$ cat src/pkg/fadm_params.svh
`ifndef FADM_PARAMS_SVH
`define FADM_PARAMS_SVH

// Register offsets
`define FADM_REG_BANK 8'h00
`define FADM_REG_STAT2 8'h01
`define FADM_REG_LAYOUT 8'h02
`define FADM_REG_ADDR0 8'h04
`define FADM_REG_ADDR1 8'h05
`define FADM_REG_ADDR2 8'h06
`define FADM_REG_ADDR3 8'h07
`define FADM_REG_SECT_LO 8'h08
`define FADM_REG_SECT_HI 8'h09
`define FADM_REG_TARGET0 8'h0c
`define FADM_REG_TARGET1 8'h0d
`define FADM_REG_TARGET2 8'h0e

// Field positions
`define FADM_BANK_EXT_BIT 7
`define FADM_BANK_HI 6
`define FADM_STAT2_UNIFORM_BIT 7
`define FADM_LAYOUT_TOP_BIT 0

// Reset values
`define FADM_BANK_RESET 8'h00
`define FADM_STAT2_RESET 1'b0
`define FADM_LAYOUT_RESET 1'b0

// Address byte counts
`define FADM_SHORT_BYTES 3'h3
`define FADM_LONG_BYTES 3'h4

// Sector map constants
`define FADM_SMALL_COUNT 9'h010
`define FADM_LARGE_COUNT 9'h0ff
`define FADM_LAST_SECTOR 9'h10e
`define FADM_UNIFORM_COUNT 9'h040
`define FADM_BOTTOM_REGION 8'h00
`define FADM_TOP_REGION 8'hff

`endif

$ cat src/pkg/fadm_pkg.sv
package fadm_pkg;

    typedef enum logic [1:0] {
        FADM_IDLE = 2'h0,
        FADM_COLLECT = 2'h1,
        FADM_DONE = 2'h3
    } fadm_state_t;

    typedef enum logic [1:0] {
        FADM_KIND_LEGACY = 2'h0,
        FADM_KIND_LONG = 2'h1,
        FADM_KIND_OTHER = 2'h2
    } fadm_kind_t;

    typedef enum logic [1:0] {
        FADM_SIZE_4K = 2'h0,
        FADM_SIZE_64K = 2'h1,
        FADM_SIZE_256K = 2'h2
    } fadm_size_t;

    typedef struct packed {
        fadm_kind_t kind;
        logic erase;
    } fadm_cmd_t;

    typedef struct packed {
        logic [8:0] index;
        logic [23:0] base;
        fadm_size_t size;
    } fadm_sector_t;

    typedef struct packed {
        logic [31:0] full;
        logic [23:0] target;
        logic [8:0] sector;
        fadm_size_t size;
        logic other;
        logic erase;
        logic short_addr;
    } fadm_result_t;

endpackage

$ cat src/rtl/fadm_decode.sv
// How it works
// - Legacy commands take 3 address bytes; 4-byte addresses only in extended-address mode.
// - A 3-byte address gets its upper bits from the bank address register.
// - Extended-address mode bit set makes legacy commands take 4 address bytes.
// - Newer command variants always take 4 address bytes.
// - Reset clears the bank register, selecting 3-byte addressing.
// - Address bits 31 to 24 never affect main array location.
// - Commands for other address spaces always take 4 address bytes.
// - Uniform-sector bit 7 of the second status register picks the layout.
// - Bottom layout: sixteen 4 KB sectors at zero, then 255 of 64 KB.
// - Top layout: 255 sectors of 64 KB, then sixteen 4 KB at 00FF0000h.
// - Uniform layout: 64 sectors of 256 KB from zero.
// - Every sector is aligned to its own size.
//
// Local design decisions: the strobed register port and the address map.
`include "fadm_params.svh"

module fadm_decode #(
    parameter int REG_AW = 8
) (
    input wire logic clk,
    input wire logic rst_b,
    input wire logic ce,
    input wire logic [REG_AW-1:0] reg_addr,
    input wire logic [7:0] reg_wdata,
    input wire logic reg_wr,
    input wire logic reg_rd,
    output logic [7:0] reg_rdata,
    input wire logic cmd_start,
    input fadm_pkg::fadm_cmd_t cmd,
    input wire logic addr_valid,
    input wire logic [7:0] addr_byte,
    output logic busy,
    output logic ext_mode,
    output logic addr_done,
    output fadm_pkg::fadm_result_t result
);

    function automatic fadm_pkg::fadm_sector_t locate(
        input logic [23:0] a,
        input logic uniform,
        input logic top
    );
        fadm_pkg::fadm_sector_t s;
        s = '0;
        if (uniform)
        begin
            s.index = {3'h0, a[23:18]};
            s.base = {a[23:18], 18'h0};
            s.size = fadm_pkg::FADM_SIZE_256K;
        end
        else if (!top && a[23:16] == `FADM_BOTTOM_REGION)
        begin
            s.index = {5'h0, a[15:12]};
            s.base = {a[23:12], 12'h0};
            s.size = fadm_pkg::FADM_SIZE_4K;
        end
        else if (!top)
        begin
            s.index = `FADM_SMALL_COUNT + {1'b0, a[23:16]} - 9'h001;
            s.base = {a[23:16], 16'h0};
            s.size = fadm_pkg::FADM_SIZE_64K;
        end
        else if (a[23:16] == `FADM_TOP_REGION)
        begin
            s.index = `FADM_LARGE_COUNT + {5'h0, a[15:12]};
            s.base = {a[23:12], 12'h0};
            s.size = fadm_pkg::FADM_SIZE_4K;
        end
        else
        begin
            s.index = {1'b0, a[23:16]};
            s.base = {a[23:16], 16'h0};
            s.size = fadm_pkg::FADM_SIZE_64K;
        end
        return s;
    endfunction

    // Register file
    logic [7:0] bank;
    logic uniform_sector_select;
    logic layout_top;
    logic [7:0] next_bank;
    logic next_uniform;
    logic next_top;
    logic [7:0] next_rdata;

    always_comb
    begin
        next_bank = bank;
        next_uniform = uniform_sector_select;
        next_top = layout_top;
        next_rdata = 8'h00;
        if (reg_wr)
        begin
            unique case (reg_addr[7:0])
                `FADM_REG_BANK: next_bank = reg_wdata;
                `FADM_REG_STAT2: next_uniform = reg_wdata[`FADM_STAT2_UNIFORM_BIT];
                `FADM_REG_LAYOUT: next_top = reg_wdata[`FADM_LAYOUT_TOP_BIT];
                default: ;
            endcase
        end
        if (reg_rd)
        begin
            unique case (reg_addr[7:0])
                `FADM_REG_BANK: next_rdata = bank;
                `FADM_REG_STAT2: next_rdata = {uniform_sector_select, 7'h00};
                `FADM_REG_LAYOUT: next_rdata = {7'h00, layout_top};
                `FADM_REG_ADDR0: next_rdata = result.full[7:0];
                `FADM_REG_ADDR1: next_rdata = result.full[15:8];
                `FADM_REG_ADDR2: next_rdata = result.full[23:16];
                `FADM_REG_ADDR3: next_rdata = result.full[31:24];
                `FADM_REG_SECT_LO: next_rdata = result.sector[7:0];
                `FADM_REG_SECT_HI: next_rdata = {7'h00, result.sector[8]};
                `FADM_REG_TARGET0: next_rdata = result.target[7:0];
                `FADM_REG_TARGET1: next_rdata = result.target[15:8];
                `FADM_REG_TARGET2: next_rdata = result.target[23:16];
                default: next_rdata = 8'h00;
            endcase
        end
    end

    always_ff @(posedge clk)
    begin
        if (!rst_b)
        begin
            bank <= `FADM_BANK_RESET;
            uniform_sector_select <= `FADM_STAT2_RESET;
            layout_top <= `FADM_LAYOUT_RESET;
            reg_rdata <= 8'h00;
        end
        else if (ce)
        begin
            bank <= next_bank;
            uniform_sector_select <= next_uniform;
            layout_top <= next_top;
            reg_rdata <= next_rdata;
        end
    end

    // Address collection
    fadm_pkg::fadm_state_t state;
    fadm_pkg::fadm_state_t next_state;
    logic [2:0] count;
    logic [2:0] need;
    logic [31:0] shreg;
    logic [6:0] bank_used;
    fadm_pkg::fadm_cmd_t cmd_held;
    logic [2:0] next_count;
    logic [2:0] next_need;
    logic [31:0] next_shreg;
    logic [6:0] next_bank_used;
    fadm_pkg::fadm_cmd_t next_cmd_held;
    logic next_addr_done;
    logic next_busy;
    fadm_pkg::fadm_result_t next_result;
    fadm_pkg::fadm_sector_t sect;
    logic [31:0] full_addr;
    logic [2:0] count_inc;

    assign ext_mode = bank[`FADM_BANK_EXT_BIT];
    assign count_inc = count + 3'h1;

    always_comb
    begin
        // Short form never carries bit 31
        full_addr = (need == `FADM_SHORT_BYTES) ? {1'b0, bank_used, shreg[23:0]} : shreg;
        // Upper byte dropped before mapping
        sect = locate(full_addr[23:0], uniform_sector_select, layout_top);
    end

    always_comb
    begin
        next_state = state;
        next_count = count;
        next_need = need;
        next_shreg = shreg;
        next_bank_used = bank_used;
        next_cmd_held = cmd_held;
        next_addr_done = 1'b0;
        next_result = result;
        unique case (state)
            fadm_pkg::FADM_IDLE:
            begin
                if (cmd_start)
                begin
                    next_state = fadm_pkg::FADM_COLLECT;
                    next_count = 3'h0;
                    next_shreg = 32'h0;
                    next_cmd_held = cmd;
                    // Bank sampled once so mid-command writes cannot split an address
                    next_bank_used = bank[`FADM_BANK_HI:0];
                    if (cmd.kind == fadm_pkg::FADM_KIND_LEGACY && !bank[`FADM_BANK_EXT_BIT])
                        next_need = `FADM_SHORT_BYTES;
                    else
                        next_need = `FADM_LONG_BYTES;
                end
            end
            fadm_pkg::FADM_COLLECT:
            begin
                if (addr_valid)
                begin
                    next_shreg = {shreg[23:0], addr_byte};
                    next_count = count_inc;
                    if (count_inc == need)
                        next_state = fadm_pkg::FADM_DONE;
                end
            end
            fadm_pkg::FADM_DONE:
            begin
                next_state = fadm_pkg::FADM_IDLE;
                next_addr_done = 1'b1;
                next_result.full = full_addr;
                next_result.other = (cmd_held.kind == fadm_pkg::FADM_KIND_OTHER);
                next_result.erase = cmd_held.erase;
                next_result.short_addr = (need == `FADM_SHORT_BYTES);
                next_result.sector = sect.index;
                next_result.size = sect.size;
                // Erase acts on the whole containing sector
                next_result.target = cmd_held.erase ? sect.base : full_addr[23:0];
            end
            default: next_state = fadm_pkg::FADM_IDLE;
        endcase
        next_busy = (next_state != fadm_pkg::FADM_IDLE);
    end

    always_ff @(posedge clk)
    begin
        if (!rst_b)
        begin
            state <= fadm_pkg::FADM_IDLE;
            count <= 3'h0;
            need <= `FADM_SHORT_BYTES;
            shreg <= 32'h0;
            bank_used <= 7'h00;
            cmd_held <= '0;
            addr_done <= 1'b0;
            busy <= 1'b0;
            result <= '0;
        end
        else if (ce)
        begin
            state <= next_state;
            count <= next_count;
            need <= next_need;
            shreg <= next_shreg;
            bank_used <= next_bank_used;
            cmd_held <= next_cmd_held;
            addr_done <= next_addr_done;
            busy <= next_busy;
            result <= next_result;
        end
    end
endmodule // fadm_decode

$ cat config.mk
export PLATFORM = sky130hd
export DESIGN_NAME = fadm_decode
export DESIGN_NICKNAME = d
export VERILOG_FILES = /design/src/pkg/fadm_pkg.sv /design/src/rtl/fadm_decode.sv
export VERILOG_INCLUDE_DIRS = /design/src /design/src/pkg
export SDC_FILE = /design/constraint.sdc
export NUM_CORES = 1
export LEC_CHECK = 0
export BUFFER_PORTS_ARGS = -buffer_cell sky130_fd_sc_hd__buf_2
export CORE_MARGIN = 1
export CORE_UTILIZATION = 40
export CTS_BUF_LIST = sky130_fd_sc_hd__clkbuf_2
export CTS_CLUSTER_DIAMETER = 120
export DETAILED_ROUTE_END_ITERATION = 7
export GPL_ROUTABILITY_DRIVEN = 0
export GPL_TIMING_DRIVEN = 0
export PLACE_DENSITY = 0.71
export SLEW_MARGIN = 40
export SYNTH_ARGS = -nofsm -noshare
export SYNTH_HDL_FRONTEND = slang
export SYNTH_SLANG_ARGS = --single-unit
export TNS_END_PERCENT = 30
$ cat constraint.sdc
create_clock -name clk -period 4.3 [get_ports clk]
set_input_delay 0 -clock clk [delete_from_list [all_inputs] [get_ports clk]]
set_output_delay 0 -clock clk [all_outputs]
set_load 0.01 [all_outputs]
==> impl_results.md <==
- Min cycle time layout: ~3.5 ns
- Main synth FF type: dfxtp_1
- Mapped Area: about 6500 sq um
- Syn Nets: 840
- R2R Setup Slk: 1.50 ns
- Reg2Reg Capture Point: reg_rdata[0]$_SDFFE_PN0P_
- Final worst slack: approximately 0.83 ns
- Hold depth: 4
- MaxCap Viol Count: 0
- Hpwl dp: about 16,000 microns
- TritonCTS Buffers: 17
- First-pass detailed-route iteration total: 8
- Fill count: around 1,500
- CTS clock-pin slew for the worst setup and hold paths: ~0.20 ns
- Total congestion overflow: 0
- Final setup vio count: 0
- Average vias per placed instance: 5.57
- CP max stage delay: approximately 0.76 ns
- Endpoint, Worst Hold: shreg[3]$_SDFFE_PN0P_
- CP startpoint kind: input pin
- Worst Hold Margin: slightly above 0.08 ns
- Ys async rst share: 0%
- Inst Count DP: roughly 1,100
- CTS max path bufs: 2
- Yosys reg bits: between 100 and 150
- Routed length per instance: 18.6 microns
- Syn Inst Count: 800
- Chip Width: about 130 microns
- Non-filler cells, final: between 1,000 and 1,500
- RSZ-0062 raised after global routing: false
- Clock sinks: approximately 130
- Total negative slack: 0 ns
- Slew Viols, Final: 0
- Pre-CTS WS: about 2 ns
- Commonest non-fill, non-tap cell in the layout: nand2_1
- Die Y-Extent: approximately 130 microns
- Post-cts sizing count: 0
- Number of flops mapped to enable cells by yosys: 0
- Max_slew headroom: 52.9%
- Synth Warn #: 0
- Crit. End Element: register
- Cell Chain, Critical Path: dlygate4sd3_1 > buf_2 > nor4_2 > dlygate4sd3_1 > nand3_1 > a21oi_1 > dlygate4sd3_1 > o21ai_0 > dlygate4sd3_1 > a31oi_1 > dlygate4sd3_1
- Worst IR Drop VDD: ~0.16 mV
- Critical Path AT: a little over 4 ns
- Drt first-iter violations: around 680
- Sequential area share after synthesis: between 40 and 50%
- CTS H-tree depth: 4
- Failing checks: design-rule violations
- ANT nets after route: 0
- Vias in the first global route: about 6,200
- TritonCTS clock tree: done
- DIE AREA: approximately 17,000 sq um
- Core region area: about 16,000 sq um
- Port Buffer Count: between 100 and 150
- Library cells used by synthesis: 60
- Leak pwr: 3.13 nW
- Pwr/cell area: between 200 and 300 nW/um^2
- Data required time of the worst path: roughly 5.0 ns
- Share of cells above drive strength 1: 18.0%
- Syn_area_per_cell: between 8 and 9 sq um
- Hold crit path type: in -> reg
- Residual DRC: 2
- Routed WL: 22,500 microns
- Fin. Hold Viols: 0
- Initial Util: approximately two fifths
- Worst Tran Pin Value: 0.706 ns
- CP max FO: 7
- Period Utilization, post-route: 80.8%
- Fmax: between 200 and 300 MHz
- Hold Crit Start: addr_byte[3]
- Top cell by count, worst path: dlygate4sd3_1
- Area growth, synth to finish: 25.4%
- Initial antenna violation count: 1
- Reg2reg start: layout_top$_SDFFE_PN0P_
- Vias: 6,744
- Worst-case reg-to-reg path depth: 7
- Outcome: finished, violations left
- Path type of the worst setup path: in -> reg
- Cell Rows: 46
- Nets: between 1,000 and 1,500
- Root buffer cell: clkbuf_2
- Global-route wire length before repair: between 30,000 and 40,000 microns
- # IOs: around 120
- Most frequent cells in the layout: 170 x nand2_1, 133 x dfxtp_1, 123 x buf_2, 98 x a21boi_0, 63 x nand3_1
- Crit-path slowest cell: dlygate4sd3_1
- Overall Global Routing Usage: approximately 27%
- Worst-skew pair later-pin latency: around 0.7 ns
- Setup Skew: ~0.036 ns
- Largest net degree at the start of global routing: 17
- Total power: around 2.4 mW
what timing repair did:
item / CTS / global route
setup buffers: 0 / 0
hold buffers: 50 / 0
hold endpoints to repair: 79 / 0
Yosys cell counts (4+ instances only):
master / n / area, sq um
nand2_1: 170 / 638
dfxtp_1: 133 / 2660
a21boi_0: 98 / 736
nand3_1: 63 / 315
clkbuf_1: 51 / 191
nor2_1: 30 / 113
o21ai_0: 25 / 125
a21oi_1: 22 / 110
mux2i_1: 21 / 210
nor2b_1: 21 / 131
nand3b_1: 17 / 128
nor3_1: 12 / 60.1
buf_2: 11 / 55.1
inv_1: 11 / 41.3
a31oi_1: 9 / 56.3
o211a_1: 7 / 70.1
a22oi_1: 6 / 45.0
buf_4: 6 / 45.0
ha_1: 6 / 75.1
and2_1: 5 / 31.3
mux2_2: 5 / 56.3
nor4b_2: 5 / 75.1
o211ai_1: 5 / 37.5
a21o_1: 4 / 30.0
nand2b_1: 4 / 25.0
nor3b_1: 4 / 30.0
cell families after synthesis:
group / count (synthesis) / share of synthesized area, %
xor+xnor: 3 / 0.404
flops: 133 / 41.0
compound gates: 199 / 21.8
buf+inv: 84 / 5.54
simple gates: 348 / 25.9
mux: 26 / 4.10
fa+ha+maj: 7 / 1.31
per-stage QoR:
step                      util (%)  area, sq um
after detailed placement      46.2         7330
after global placement        46.2         7330
after floorplan                  -         6500
final                         51.3         8150
after CTS                     51.3         8150
after global routing          51.3         8150
where the power goes:
group          leakage (nW)  internal [mW]  switching [mW]
Clock                 0.167          0.448           0.501
Sequential             1.07           1.24         0.00783
Combinational          1.89         0.0726           0.106
Total                  3.13           1.76           0.614
area by class of cell:
cell class              instances  area (sq um)  share of cell area (%)
well taps                     216           270                    3.32
inverters                      11          41.3                   0.507
multi-input cells             583          3480                    42.7
diodes                          1          2.50                  0.0307
plain buffers                  73           319                    3.91
repair buffers                162          1060                    13.0
clock inverters                14           224                    2.75
clock buffers                  18          90.1                    1.11
flip-flops and latches        133          2660                    32.7
per-layer routing:
metal | wire (microns) | global-route usage (%) | up-vias
met2 | 10300 | 43.9 | 389
met3 | 1790 | 5.12 | 80
li1 | - | - | 3141
met5 | 0 | 0 | -
met1 | 9270 | 33.1 | 3134
met4 | 1100 | 16.3 | 0
registers in the layout, indices dropped and copies added, names as in the netlist, 2 cells and up:
signal	count
state	2
bank_used	7
reg_rdata	8
cmd_held	3
need	2
result	64
bank	8
count	3
shreg	32
how the worst max path moves through the flow:
stage / start / to / slack (ns) / cells past startpoint
2_1_floorplan: shreg[16]$_SDFFE_PN0P_ / result[8]$_SDFFE_PN0P_ / 2.29 / 8
3_3_place_gp: shreg[16]$_SDFFE_PN0P_ / result[8]$_SDFFE_PN0P_ / 1.98 / 8
3_5_place_dp: shreg[16]$_SDFFE_PN0P_ / result[8]$_SDFFE_PN0P_ / 1.98 / 8
4_1_cts: reg_addr[6] / reg_rdata[6]$_SDFFE_PN0P_ / 0.97 / 11
5_1_grt: reg_addr[6] / reg_rdata[6]$_SDFFE_PN0P_ / 0.70 / 11
6_report: reg_addr[6] / reg_rdata[6]$_SDFFE_PN0P_ / 0.83 / 11
critical path: cells and delay by family:
| kind | cells | cell delay [ns] |
|---|---|---|
| and+or+nand+nor | 2 | 0.26 |
| buffers and inverters | 6 | 3.33 |
| AOI/OAI and AO/OA | 3 | 0.54 |
Power figures use the tool's default switching activity.
